===== config.mk =====
export PLATFORM = sky130hd
export DESIGN_NAME = iper_top
export DESIGN_NICKNAME = d
export VERILOG_FILES = /design/src/design/iper_pkg.sv /design/src/design/iper_pick.sv /design/src/design/iper_top.sv
export VERILOG_INCLUDE_DIRS = /design/src /design/src/design
export SDC_FILE = /design/constraint.sdc
export NUM_CORES = 1
export LEC_CHECK = 0
export ABC_AREA = 1
export ABC_CLOCK_PERIOD_IN_PS = 1300
export BUFFER_PORTS_ARGS = -buffer_cell sky130_fd_sc_hd__buf_2
export CAP_MARGIN = 20
export CELL_PAD_IN_SITES_DETAIL_PLACEMENT = 1
export CELL_PAD_IN_SITES_GLOBAL_PLACEMENT = 1
export CORE_ASPECT_RATIO = 1.25
export CORE_MARGIN = 5
export CORE_UTILIZATION = 40
export CTS_CLUSTER_DIAMETER = 30
export DETAILED_ROUTE_END_ITERATION = 8
export GPL_TIMING_DRIVEN = 0
export PLACE_DENSITY = 0.84
export SYNTH_ARGS = -nofsm -noshare
export SYNTH_HDL_FRONTEND = slang
export SYNTH_HIERARCHICAL = 1
export SYNTH_SLANG_ARGS = --single-unit

===== constraint.sdc =====
create_clock -name clk -period 1.3 [get_ports clk]
set_clock_uncertainty 0.15 [all_clocks]
set_input_delay 0.195 -clock clk [delete_from_list [all_inputs] [get_ports clk]]
set_output_delay 0.195 -clock clk [all_outputs]
set_load 0.03 [all_outputs]

===== src/design/iper_consts.svh =====
// Constants for the end-of-service and priority-rotation block.
`ifndef IPER_CONSTS_SVH
`define IPER_CONSTS_SVH
`define IPER_LEVELS 8
`define IPER_LVL_W 3
`define IPER_PTR_RESET 3'h7
`define IPER_ACK_PULSES 2
`define IPER_CMD_W 3
`define IPER_CMD_NONE 3'h0
`define IPER_CMD_NS_EOS 3'h1
`define IPER_CMD_SP_EOS 3'h2
`define IPER_CMD_NS_EOS_ROT 3'h3
`define IPER_CMD_SET_PRIO 3'h4
`define IPER_CMD_SP_EOS_ROT 3'h5
`define IPER_CMD_ROT_ON 3'h6
`define IPER_CMD_ROT_OFF 3'h7
`endif


===== src/design/iper_pkg.sv =====
// Types for the end-of-service and priority-rotation block.
package iper_pkg;
  typedef enum logic [1:0] {AckIdle, AckFirst, AckLast} iper_ack_t;
  typedef struct packed {
    logic [7:0] inService;
    logic [2:0] lowPtr;
    logic autoEos;
    logic rotAuto;
    iper_ack_t ack;
    logic [2:0] ackLevel;
    logic ackValid;
    logic [7:0] vector;
    logic intReq;
    logic ackPulseD;
  } iper_state_t;
endpackage


===== src/design/iper_pick.sv =====
// Picks the highest-ranked set bit of a mask relative to a lowest pointer.
`timescale 1ns/100ps
`include "iper_consts.svh"
module iper_pick #(
  parameter int LEVELS = `IPER_LEVELS,
  parameter int LW = `IPER_LVL_W
) (
  // Inputs.
  input wire logic [LEVELS-1:0] bits,
  input wire logic [LW-1:0] lowPtr,
  // Result.
  output logic found,
  output logic [LW-1:0] level
);
  // The highest level sits just above the lowest pointer on the ring.
  always_comb
  begin
    logic [LW-1:0] idx;
    found = 1'b0;
    level = '0;
    idx = '0;
    for (int k = LEVELS - 1; k >= 0; k--)
    begin
      idx = LW'(lowPtr + LW'(LEVELS - k));
      if (bits[idx] && !found)
      begin
        found = 1'b1;
        level = idx;
      end
    end
  end
endmodule


===== src/design/iper_top.sv =====
// Top of the end-of-service and priority-rotation block.
`timescale 1ns/100ps
`include "iper_consts.svh"
module iper_top #(
  parameter int LEVELS = `IPER_LEVELS,
  parameter int LW = `IPER_LVL_W,
  parameter logic [7:0] VECTOR_BASE = 8'h00
) (
  // Clock and reset.
  input wire logic clk,
  input wire logic rst_n,
  // Requests and acknowledge.
  input wire logic [LEVELS-1:0] pendingRequestBits,
  input wire logic acknowledgePulse,
  // Commands.
  input wire logic cmdValid,
  input wire logic [`IPER_CMD_W-1:0] cmdCode,
  input wire logic [LW-1:0] cmdLevel,
  input wire logic autoEosMode,
  // Results.
  output logic intReq,
  output logic [7:0] vectorData,
  output logic vectorValid,
  output logic [LEVELS-1:0] inServiceBits,
  output logic [LW-1:0] lowestLevel
);
  logic rstSync1_q;
  logic rstSync2_q;
  iper_pkg::iper_state_t state_q;
  iper_pkg::iper_state_t state_d;
  logic reqFound;
  logic [LW-1:0] reqLevel;
  logic isFound;
  logic [LW-1:0] isLevel;
  logic ackFall;
  logic ackRise;
  logic ackMoves;
  logic cmdTaken;
  logic [LEVELS-1:0] levelWins;
  logic doNsEos;
  logic doSpEos;
  logic doNsRot;
  logic doSetPrio;
  logic doSpRot;
  logic doRotOn;
  logic doRotOff;

  always_ff @(posedge clk or negedge rst_n)
  begin
    if (!rst_n)
    begin
      rstSync1_q <= 1'b0;
      rstSync2_q <= 1'b0;
    end
    else
    begin
      rstSync1_q <= 1'b1;
      rstSync2_q <= rstSync1_q;
    end
  end

  // Highest pending request and highest in-service bit on the ring.
  iper_pick #(.LEVELS(LEVELS), .LW(LW)) pickReq (
    .bits(pendingRequestBits),
    .lowPtr(state_q.lowPtr),
    .found(reqFound),
    .level(reqLevel)
  );
  iper_pick #(.LEVELS(LEVELS), .LW(LW)) pickIs (
    .bits(state_q.inService),
    .lowPtr(state_q.lowPtr),
    .found(isFound),
    .level(isLevel)
  );

  assign ackRise = acknowledgePulse && !state_q.ackPulseD;
  assign ackFall = !acknowledgePulse && state_q.ackPulseD;

  // Ring distance from the pointer; a larger rank means higher priority.
  function automatic logic [LW-1:0] rankOf(input logic [LW-1:0] lvl,
                                           input logic [LW-1:0] ptr);
    rankOf = LW'(ptr - lvl);
  endfunction

  // Each level asks whether it outranks every level in service.
  generate
    for (genvar g = 0; g < LEVELS; g++)
    begin : gLevel
      assign levelWins[g] = pendingRequestBits[g] && (!isFound
        || rankOf(LW'(g), state_q.lowPtr) > rankOf(isLevel, state_q.lowPtr));
    end
  endgenerate

  // A command that meets an acknowledge step is dropped, so the step wins.
  always_comb
  begin
    case (state_q.ack)
      iper_pkg::AckIdle:
      begin
        ackMoves = ackRise;
      end
      iper_pkg::AckFirst:
      begin
        ackMoves = ackRise;
      end
      iper_pkg::AckLast:
      begin
        ackMoves = ackFall;
      end
      default:
      begin
        ackMoves = 1'b1;
      end
    endcase
  end
  assign cmdTaken = cmdValid && !ackMoves;

  // One flag per accepted command code.
  always_comb
  begin
    doNsEos = 1'b0;
    doSpEos = 1'b0;
    doNsRot = 1'b0;
    doSetPrio = 1'b0;
    doSpRot = 1'b0;
    doRotOn = 1'b0;
    doRotOff = 1'b0;
    if (cmdTaken)
    begin
      case (cmdCode)
        `IPER_CMD_NS_EOS:
        begin
          doNsEos = 1'b1;
        end
        `IPER_CMD_SP_EOS:
        begin
          doSpEos = 1'b1;
        end
        `IPER_CMD_NS_EOS_ROT:
        begin
          doNsRot = 1'b1;
        end
        `IPER_CMD_SET_PRIO:
        begin
          doSetPrio = 1'b1;
        end
        `IPER_CMD_SP_EOS_ROT:
        begin
          doSpRot = 1'b1;
        end
        `IPER_CMD_ROT_ON:
        begin
          doRotOn = 1'b1;
        end
        `IPER_CMD_ROT_OFF:
        begin
          doRotOff = 1'b1;
        end
        default:
        begin
          doNsEos = 1'b0;
        end
      endcase
    end
  end

  always_comb
  begin
    state_d = state_q;
    state_d.ackPulseD = acknowledgePulse;
    state_d.autoEos = autoEosMode;
    // Priority is resolved only outside an acknowledge.
    if (state_q.ack == iper_pkg::AckIdle)
    begin
      state_d.intReq = |levelWins;
    end
    case (state_q.ack)
      iper_pkg::AckIdle:
      begin
        state_d.ackValid = 1'b0;
        if (ackRise)
        begin
          state_d.ack = iper_pkg::AckFirst;
          // Resolve and latch the winner at the first pulse.
          state_d.ackLevel = reqFound ? reqLevel : LW'(LEVELS - 1);
          state_d.inService[state_d.ackLevel] = 1'b1;
        end
      end
      iper_pkg::AckFirst:
      begin
        if (ackRise)
        begin
          state_d.ack = iper_pkg::AckLast;
          state_d.vector = VECTOR_BASE | {5'h00, state_q.ackLevel};
          state_d.ackValid = 1'b1;
        end
      end
      iper_pkg::AckLast:
      begin
        if (ackFall)
        begin
          state_d.ack = iper_pkg::AckIdle;
          state_d.ackValid = 1'b0;
          // Automatic clearing ends the acknowledge itself.
          if (state_q.autoEos)
          begin
            state_d.inService[state_q.ackLevel] = 1'b0;
            if (state_q.rotAuto)
            begin
              state_d.lowPtr = state_q.ackLevel;
            end
          end
        end
      end
      default:
      begin
        state_d.ack = iper_pkg::AckIdle;
      end
    endcase
    if (doNsEos && isFound)
    begin
      state_d.inService[isLevel] = 1'b0;
    end
    if (doSpEos)
    begin
      state_d.inService[cmdLevel] = 1'b0;
    end
    if (doNsRot && isFound)
    begin
      state_d.inService[isLevel] = 1'b0;
      state_d.lowPtr = isLevel;
    end
    if (doSetPrio)
    begin
      state_d.lowPtr = cmdLevel;
    end
    if (doSpRot)
    begin
      state_d.inService[cmdLevel] = 1'b0;
      state_d.lowPtr = cmdLevel;
    end
    if (doRotOn)
    begin
      state_d.rotAuto = 1'b1;
    end
    if (doRotOff)
    begin
      state_d.rotAuto = 1'b0;
    end
  end

  always_ff @(posedge clk or negedge rstSync2_q)
  begin
    if (!rstSync2_q)
    begin
      state_q.inService <= 8'h00;
      state_q.lowPtr <= `IPER_PTR_RESET;
      state_q.autoEos <= 1'b0;
      state_q.rotAuto <= 1'b0;
      state_q.ack <= iper_pkg::AckIdle;
      state_q.ackLevel <= 3'h0;
      state_q.ackValid <= 1'b0;
      state_q.vector <= 8'h00;
      state_q.intReq <= 1'b0;
      state_q.ackPulseD <= 1'b0;
    end
    else
    begin
      state_q <= state_d;
    end
  end

  assign intReq = state_q.intReq;
  assign vectorData = state_q.vector;
  assign vectorValid = state_q.ackValid;
  assign inServiceBits = state_q.inService;
  assign lowestLevel = state_q.lowPtr;
endmodule


After elaboration in Yosys (flattened, before gate mapping)
Index checks and enable logic that the tools add are counted.
{"block": "word_totals", "ff_bits": 26, "mem_bits_rw": 0, "output_inout_bits": 21, "n_memories": 0, "input_bits": 19, "latch_bits": 0, "romBits": 0, "wordCells": 251}
{"block": "classes", "magnitude_cmp": 24, "multipliers": 0, "n_mux": 108, "n_reduce_logical": 71, "eq_ne": 12, "n_bitwise": 9, "n_addsub": 15, "div": 0, "shift": 0}
{"op": "3-bit 2-to-1 mux", "count": 20}
{"op": "1-bit 2-to-1 mux", "count": 53}
{"op": "1-bit binary-select mux with 3-bit select", "count": 16}
{"op": "3-bit by 4-bit < comparator with 1-bit output, second input constant", "count": 12}
{"op": "11-bit 2-to-1 mux", "count": 4}
{"op": "8-bit bitwise AND", "count": 5}
{"op": "1-bit logical AND", "count": 31}
{"op": "3-bit > comparator", "count": 8}
{"op": "8-bit 2-to-1 mux", "count": 3}
{"op": "8-bit NOT", "count": 3}
{"op": "1-bit zero test", "count": 18}
{"op": "8-bit case mux with 2 select lines", "count": 1}
{"op": "4-bit nonzero test", "count": 4}
{"op": "3-bit adder, second input constant", "count": 4}
{"op": "1-bit demux with 3-bit select", "count": 4}
{"op": "3-bit equality test, second input constant", "count": 4}
{"op": "3-bit by 1-bit greater-or-equal comparator with 1-bit output, second input constant", "count": 4}
{"op": "3-bit subtractor, second input constant", "count": 4}
{"op": "9-bit 2-to-1 mux", "count": 1}
{"op": "1-bit logical OR", "count": 8}
{"op": "8-bit bitwise OR", "count": 1}
{"op": "8-bit OR reduction", "count": 1}
{"op": "3-bit by 2-bit adder with 3-bit output, second input constant", "count": 2}
{"op": "3-bit by 2-bit equality test with 1-bit output, second input constant", "count": 2}
{"op": "other kinds (20)", "count": 26}

Depth between registers and ports, before layout
Gate-level depths: netlist (run 1).
{"block": "logic_depth", "ltp_word": 41, "mapped_depth": 34, "ltp_nobuf": 32}

Hierarchy
Netlist (run 1), hierarchy kept.
{"mod": "iper_top", "area_per_inst_um2": 2277.2, "seq_area_each_um2": 654.4, "cells_each": 337, "n_inst": 1}
{"mod": "iper_pick", "area_per_inst_um2": 774.5, "seq_area_each_um2": 0.0, "cells_each": 142, "n_inst": 2}

Worst setup path before layout (run 1)
OpenSTA, ideal clock, no wires.
{"block": "synth_path", "path_type": "reg-to-reg", "from": "register, netlist name lowestLevel[1]", "to": "register, netlist name intReq", "path_slack_ps": -3333, "period_less_slack_ps": 4633, "t_arrival_ps": 4367, "path_stages_with_launch": 31, "t_required_ps": 1033, "n_path_buf": 2, "setup_time_ps": 117, "cell_sequence": "dfstp_2 buf_4 inv_4 ha_1 buf_2 inv_2 nand3_1 nand3_2 nand2_4 nor2_4 nand4_4 nor2_4 nand2_1 nand2_1 nand2_1 nand2_1 nand2_1 fa_1 xnor2_1 xor2_1 ha_1 a21oi_1 nand2_1 nand2_1 nand2_1 nand2_1 nand2_1 nor2_1 nand2_1 nand2_1 nand2_1"}
{"block": "synth_between", "elab_chain_cells": 30, "word_cells_on_any_way": 87, "cone_classes": "add/sub: 15; order compare: 8; mux: 32; reduce/logical: 32"}
{"element": "3-bit by 1-bit adder with 3-bit output", "line": "iper_pick.sv:24", "rtl": "idx = LW'(lowPtr + LW'(LEVELS - k));"}
{"element": "1-bit binary-select mux with 3-bit select", "line": "iper_pick.sv:25", "rtl": "if (bits[idx] && !found)"}
{"element": "1-bit 2-to-1 mux (implied by the code)", "line": "iper_pick.sv:25"}
{"element": "1-bit 2-to-1 mux", "line": "iper_pick.sv:25"}
{"element": "1-bit zero test", "line": "iper_pick.sv:25"}
{"element": "1-bit logical AND", "line": "iper_pick.sv:25"}
{"element": "1-bit 2-to-1 mux", "line": "iper_pick.sv:25"}
{"element": "1-bit zero test", "line": "iper_pick.sv:25"}
{"element": "[15 not listed]"}
{"element": "1-bit logical AND", "line": "iper_pick.sv:25"}
{"element": "3-bit 2-to-1 mux *", "line": "iper_pick.sv:25"}
{"element": "via isLevel[0]", "line": "iper_top.sv:34", "rtl": "logic [LW-1:0] isLevel;"}
{"element": "3-bit subtractor *", "line": "iper_top.sv:82", "rtl": "rankOf = LW'(ptr - lvl);"}
{"element": "3-bit > comparator", "line": "iper_top.sv:90", "rtl": "|| rankOf(LW'(g), state_q.lowPtr) > rankOf(isLevel, state_q.lowPtr));"}
{"element": "1-bit logical OR", "line": "iper_top.sv:90"}
{"element": "1-bit logical AND", "line": "iper_top.sv:89", "rtl": "assign levelWins[g] = pendingRequestBits[g] && (!isFound"}
{"element": "8-bit OR reduction *", "line": "iper_top.sv:175", "rtl": "state_d.intReq = |levelWins;"}
The timed path passes the listed nets; every way through them passes the cells marked *. The select of a mux whose other input is x is not followed.
A chain may end at the register's enable or synchronous reset.

Final worst setup path (run 1)
{"block": "layout_path", "from": "register, netlist name lowestLevel[1]", "to": "register, netlist name intReq"}
{"block": "layout_between", "elab_chain_cells": 30, "word_cells_on_any_way": 87, "cone_classes": "add/sub: 15; order compare: 8; mux: 32; reduce/logical: 32"}
{"element": "3-bit by 1-bit adder with 3-bit output", "line": "iper_pick.sv:24"}
{"element": "1-bit binary-select mux with 3-bit select", "line": "iper_pick.sv:25"}
{"element": "1-bit 2-to-1 mux (implied by the code)", "line": "iper_pick.sv:25"}
{"element": "1-bit 2-to-1 mux", "line": "iper_pick.sv:25"}
{"element": "1-bit zero test", "line": "iper_pick.sv:25"}
{"element": "1-bit logical AND", "line": "iper_pick.sv:25"}
{"element": "1-bit 2-to-1 mux", "line": "iper_pick.sv:25"}
{"element": "1-bit zero test", "line": "iper_pick.sv:25"}
{"element": "[15 not listed]"}
{"element": "1-bit logical AND", "line": "iper_pick.sv:25"}
{"element": "3-bit 2-to-1 mux *", "line": "iper_pick.sv:25"}
{"element": "via isLevel[0]", "line": "iper_top.sv:34"}
{"element": "3-bit subtractor *", "line": "iper_top.sv:82"}
{"element": "3-bit > comparator", "line": "iper_top.sv:90"}
{"element": "1-bit logical OR", "line": "iper_top.sv:90"}
{"element": "1-bit logical AND", "line": "iper_top.sv:89"}
{"element": "8-bit OR reduction *", "line": "iper_top.sv:175"}
Marked as above.

==> flow_summary.toml, run 1 <==
[outcome]
status = "complete, but fails checks"
violations = "negative setup slack"

[place]
port-buffer-count = 34
dpl_cell_area_um2 = 4294
dpl_worst_slack_ns = -3.838
routabilityCongestion = 0.8994
dp_hpwl_mm = 9.957

[cells_and_area]
n_fill_cell = 1204
layout.cells.most_common = "nand2_1"
final_cell_mix = "nand2_1, buf_4, inv_1, nand3_1, nor2_1"
stdcell_area_um2 = 5899
seqCellArea_um2 = 674.4
drive_gt1_share_pct = 43.55
fin_util_pct = 62.04
fin_nets = 783
multi_input_area_um2 = 3415
syn_to_final_growth_pct = 54.19
antenna_cells = 0

[global_routing]
grt_util_all_layers_pct = 25.27
grt_pass1_vias = 5001
grt_pass1_wl_mm = 24.48
grt_max_degree = 25
grt_overflow = 0
antenna_found_initial = 0

[worst_setup_path]
cp_max_fo = 8
r2r-end = "intReq$_DFFE_PN0N_"
cp-end-kind = "flop"
rrSetupSlack_ns = -3.61
worst_path_most_repeated_cell = "nand2_1"
cp-start-kind = "flop"
r2r_start = "lowestLevel[1]$_DFFE_PN1P_"
rr_worst_depth = 32
slowest_delay_ns = 0.67
required_ns = 1.31
crit_type = "reg2reg"
endpoint = "intReq$_DFFE_PN0N_"
crit_path_start = "lowestLevel[1]$_DFFE_PN1P_"
cp_slowest_cell = "dfstp_4"
cp.arrival_ns = 4.92

[clock_tree]
clk_pin_slew_ns = 0.07
numCtsBuffers = 3
root_buffer = "clkbuf_16"
h-tree-depth = 1
cts_tree = "built"
clkLatencyLatePin_ns = 0.27
cts_buffer_depth = 2
numClockSinks = 26

[detailed_routing]
detail-route-antenna-nets = 0
wl_mm = 19.83
wl_per_cell_um = 22.79
drc = 0
drt-initial-drc-count = 396
dr.pass1.iters = 5
via_per_inst = 5.922
vias = 5152

[sta]
max_freq_ghz = 0.2036
finalCriticalPeriod_ns = 4.911
slew_headroom_pct = 61.68
final_max_slew_viol_count = 0
hold_viol_final = 0
final.setup.worst_slack_ns = -3.611
fin_hold_ws_ns = 0.05977
worst_pin_slew_ns = 0.5749
period_share_pct = 377.8
rsz0062_at_grt = "yes"
setup_viol = 34

[floorplanning]
die-area_um2 = 11630
fp.dieH_um = 119.3
rows = 40
start_util_pct = 40.24
coreArea_um2 = 9509
pin_count = 40
die_w_um = 97.48

[synthesis]
synth_cells = 621
synthArstFlopShare_pct = 100.0
netlist_area_um2 = 3826
synth_cell_types = 40
yosys_register_bits = 26
ys_warn_count = 6
synth-seq-area-share_pct = 17.10
synth_area_per_cell_um2 = 6.161
synth_edf_count = 0
synth_flop_cell = "dfrtp_1"

[worst_hold_path]
min_path_type = "in2reg"
min_from = "cmdCode[1]"

[flow_run]
cap_violations = 0
routing by layer:
| layer | vias up | share of wire, % | global-route usage [%] | routed length, um |
|---|---|---|---|---|
| met5 | - | 0 | 0 | 0 |
| met4 | 0 | 7.4 | 12.99 | 1472 |
| met3 | 111 | 4.7 | 2.753 | 934 |
| met1 | 2515 | 36 | 27.42 | 7059 |
| met2 | 272 | 52 | 47.68 | 10360 |
| li1 | 2254 | - | - | - |
layout make-up:
cell class                      count  share of cell area (%)
Tap cell                          126                   2.672
Buffer                             24                   4.242
Timing Repair Buffer              120                   17.31
Multi-Input combinational cell    498                   57.88
Clock buffer                        4                   1.336
Sequential cell                    26                   11.43
Inverter                           72                   5.133
critical path: cells and delay by family (launching register included):
family	cells	cell delay, ns
buffers and inverters	5	0.70
and+or+nand+nor	23	2.17
xor gates and xnor gates	2	0.44
adders and majority gates	2	0.64
DFF	1	0.67
kinds of logic (layout without fill, tap and decap cells):
kind of cell / Yosys count / after routing / synth area share (%)
adder cells (fa/ha/maj): 19 / 19 / 6.410
buffers and inverters: 101 / 220 / 13.11
XOR/XNOR: 9 / 9 / 3.434
AO/OA/AOI/OAI: 53 / 53 / 8.110
AND/OR/NAND/NOR: 411 / 411 / 51.63
other: 2 / 6 / 0.1963
flip-flops: 26 / 26 / 17.10
metrics by stage:
stage	TNS (ns)	cells
finish	-41.92	870
global route	-43.84	870
CTS	-35.31	824
detailed placement	-39.09	785
global placement	-37.38	785
floorplan	-26.96	625
worst min path at each step:
stage | end | slack [ns] | cells after the start
after floorplan | rstSync1_q$_DFF_PN0_ | -0.25 | 0
after global placement | rstSync1_q$_DFF_PN0_ | -0.17 | 1
after detailed placement | rstSync2_q$_DFF_PN0_ | -0.17 | 1
after CTS | state_q[16]$_DFFE_PN0P_ | 0.07 | 3
after global routing | state_q[16]$_DFFE_PN0P_ | 0.08 | 3
final | state_q[16]$_DFFE_PN0P_ | 0.06 | 3
what timing repair did:
action | CTS | global route
buffers inserted | 34 | 49
setup endpoints to repair | 33 | 35
hold buffers | 4 | 0
gates resized for setup | 96 | 122
pin swaps | 23 | 55
endpoints found under the hold margin | 5 | 0
cell usage after synthesis (4+ instances only):
master / number / area share (%)
a21oi_1: 22 / 2.9
a31oi_1: 5 / 0.82
buf_4: 22 / 4.3
buf_6: 4 / 1.2
dfrtp_1: 23 / 15
ha_1: 18 / 5.9
inv_1: 57 / 5.6
inv_2: 12 / 1.2
nand2_1: 200 / 20
nand2_2: 13 / 2.1
nand3_1: 79 / 10
nand3_2: 16 / 4.2
nand4_1: 14 / 2.3
nor2_1: 59 / 5.8
nor2_2: 4 / 0.65
nor2_4: 5 / 1.5
nor3_1: 7 / 0.92
o211ai_1: 7 / 1.4
o21ai_0: 13 / 1.7
sequential cells by signal (all words and copies together), names as in the netlist:
| name | flops |
|---|---|
| rstSync1_q | 1 |
| intReq | 1 |
| state_q | 8 |
| vectorValid | 1 |
| inServiceBits | 8 |
| rstSync2_q | 1 |
| vectorData | 3 |
| lowestLevel | 3 |
Power of run 1 is left out: the tool's default activity adds up to more than one toggle a clock period on the data nets, which glitch-free logic cannot reach.
==> run 2: changes to the inputs <==
Settings changed: PLACE_DENSITY 0.84 to 0.83.
==> run 2 against run 1 <==
Against the previous run: via count rose by 0.62%; design area rose by 2.2%; first-iteration DRC count fell by 15%; register-to-register slack improved by 0.06 ns; the run still ends with negative setup slack left; global-route usage fell by 1.6 points; highest routed layer unchanged; setup slack improved by 0.061 ns.
==> flow_summary.toml, run 2 (synthesis results as in run 1) <==
[detailed_routing]
wl_mm = 20.57
detail-route-antenna-nets = 0
via_per_inst = 5.959
dr.pass1.iters = 5
wl_per_cell_um = 23.64
drc = 0
vias = 5184
drt-initial-drc-count = 336

[floorplanning]
die_w_um = 97.48
coreArea_um2 = 9509
fp.dieH_um = 119.3
die-area_um2 = 11630
rows = 40
start_util_pct = 40.24
pin_count = 40

[place]
routabilityCongestion = 0.8674
dp_hpwl_mm = 9.923
port-buffer-count = 34
dpl_cell_area_um2 = 4294

[clock_tree]
numCtsBuffers = 3
numClockSinks = 26
cts_tree = "built"
cts_buffer_depth = 2
clk_pin_slew_ns = 0.08
h-tree-depth = 1
clkLatencyLatePin_ns = 0.28
root_buffer = "clkbuf_16"

[worst_setup_path]
crit_type = "reg2reg"
rrSetupSlack_ns = -3.55
cp_max_fo = 8
cp_slowest_cell = "dfstp_4"
cp-start-kind = "flop"
required_ns = 1.32
slowest_delay_ns = 0.68
cp.arrival_ns = 4.87
cp-end-kind = "flop"
worst_path_most_repeated_cell = "nand2_1"

[sta]
final_max_slew_viol_count = 0
hold_viol_final = 0
setup_viol = 32
period_share_pct = 373.1
max_freq_ghz = 0.2062
final.setup.worst_slack_ns = -3.551
slew_headroom_pct = 61.58
finalCriticalPeriod_ns = 4.851
worst_pin_slew_ns = 0.5763
fin_hold_ws_ns = 0.08557
rsz0062_at_grt = "yes"
tns_ns = -40.29

[global_routing]
grt_pass1_vias = 4868
grt_util_all_layers_pct = 23.66
grt_pass1_wl_mm = 23.03
antenna_found_initial = 0
grt_overflow = 0
grt_max_degree = 25

[outcome]
violations = "negative setup slack"
status = "complete, but fails checks"

[cells_and_area]
seqCellArea_um2 = 670.6
layout.cells.most_common = "nand2_1"
n_fill_cell = 1198
final_cell_mix = "nand2_1, buf_4, inv_1, nor2_1, nand3_1"
antenna_cells = 0
syn_to_final_growth_pct = 57.65
multi_input_area_um2 = 3468
stdcell_area_um2 = 6032
fin_nets = 783
drive_gt1_share_pct = 43.68

[flow_run]
cap_violations = 0

[worst_hold_path]
min_path_type = "in2reg"
==> run 2: cell count changes in the layout (fill, tap and decap cells not counted), sizes merged <==
cell	change
buf	-2
clkbuf	+1
clkinv	+2
dlygate4sd3	+1
inv	-2
==> run 2: path summary, 6_finish.rpt <==
check	from	endpoint	cells past startpoint
worst min-delay path	cmdCode[1]	state_q[16]$_DFFE_PN0P_	3
max in group asynchronous	rstSync2_q$_DFF_PN0_	state_q[14]$_DFFE_PN0P_	1
worst max register to register	lowestLevel[1]$_DFFE_PN1P_	intReq$_DFFE_PN0N_	31
worst min register to register	rstSync2_q$_DFF_PN0_	inServiceBits[5]$_DFF_PN0_	1
worst max-delay path	lowestLevel[1]$_DFFE_PN1P_	intReq$_DFFE_PN0N_	31
min in group asynchronous	rstSync2_q$_DFF_PN0_	inServiceBits[5]$_DFF_PN0_	1
==> run 2: repair_timing <==
item	CTS	global route
endpoints found under the hold margin	5	4
buffers inserted	25	55
pin swaps	24	62
hold buffers	4	1
setup endpoints to repair	33	36
resized for setup	91	146
==> run 2: through the flow <==
step	setup WS, ns	cells	utilization [%]
floorplan	-2.999	625	-
global placement	-3.679	785	45.16
detailed placement	-3.857	785	45.16
CTS	-3.167	815	52.36
global route	-3.716	870	63.43
finish	-3.551	870	63.43
==> run 2: final cells by class <==
| type | count | share of cell area (%) |
|---|---|---|
| plain buffers | 25 | 4.397 |
| clock buffers | 4 | 1.307 |
| inverters | 72 | 5.393 |
| multi-input cells | 498 | 57.50 |
| flip-flops and latches | 26 | 11.12 |
| well taps | 126 | 2.614 |
| repair buffers | 119 | 17.67 |
==> run 2: worst max-delay path: cells and delay by family (launching register included) <==
family / cells / cell delay (ns)
compound gates: 1 / 0.14
flops: 1 / 0.68
xor+xnor: 2 / 0.42
buf+inv: 6 / 0.63
simple gates: 19 / 1.71
fa+ha+maj: 3 / 1.02
==> run 2: routing by layer <==
layer  up-vias  part of all wire [%]  GRT usage, %  wire (um)
met5         -                     0             0          0
met4         0                   8.7         9.957       1791
met3       139                   4.4         1.816        909
met2       253                    52         47.00      10760
met1      2542                    35         25.08       7100
li1       2250                     -             -          -
Power of run 2 is left out for the same reason.
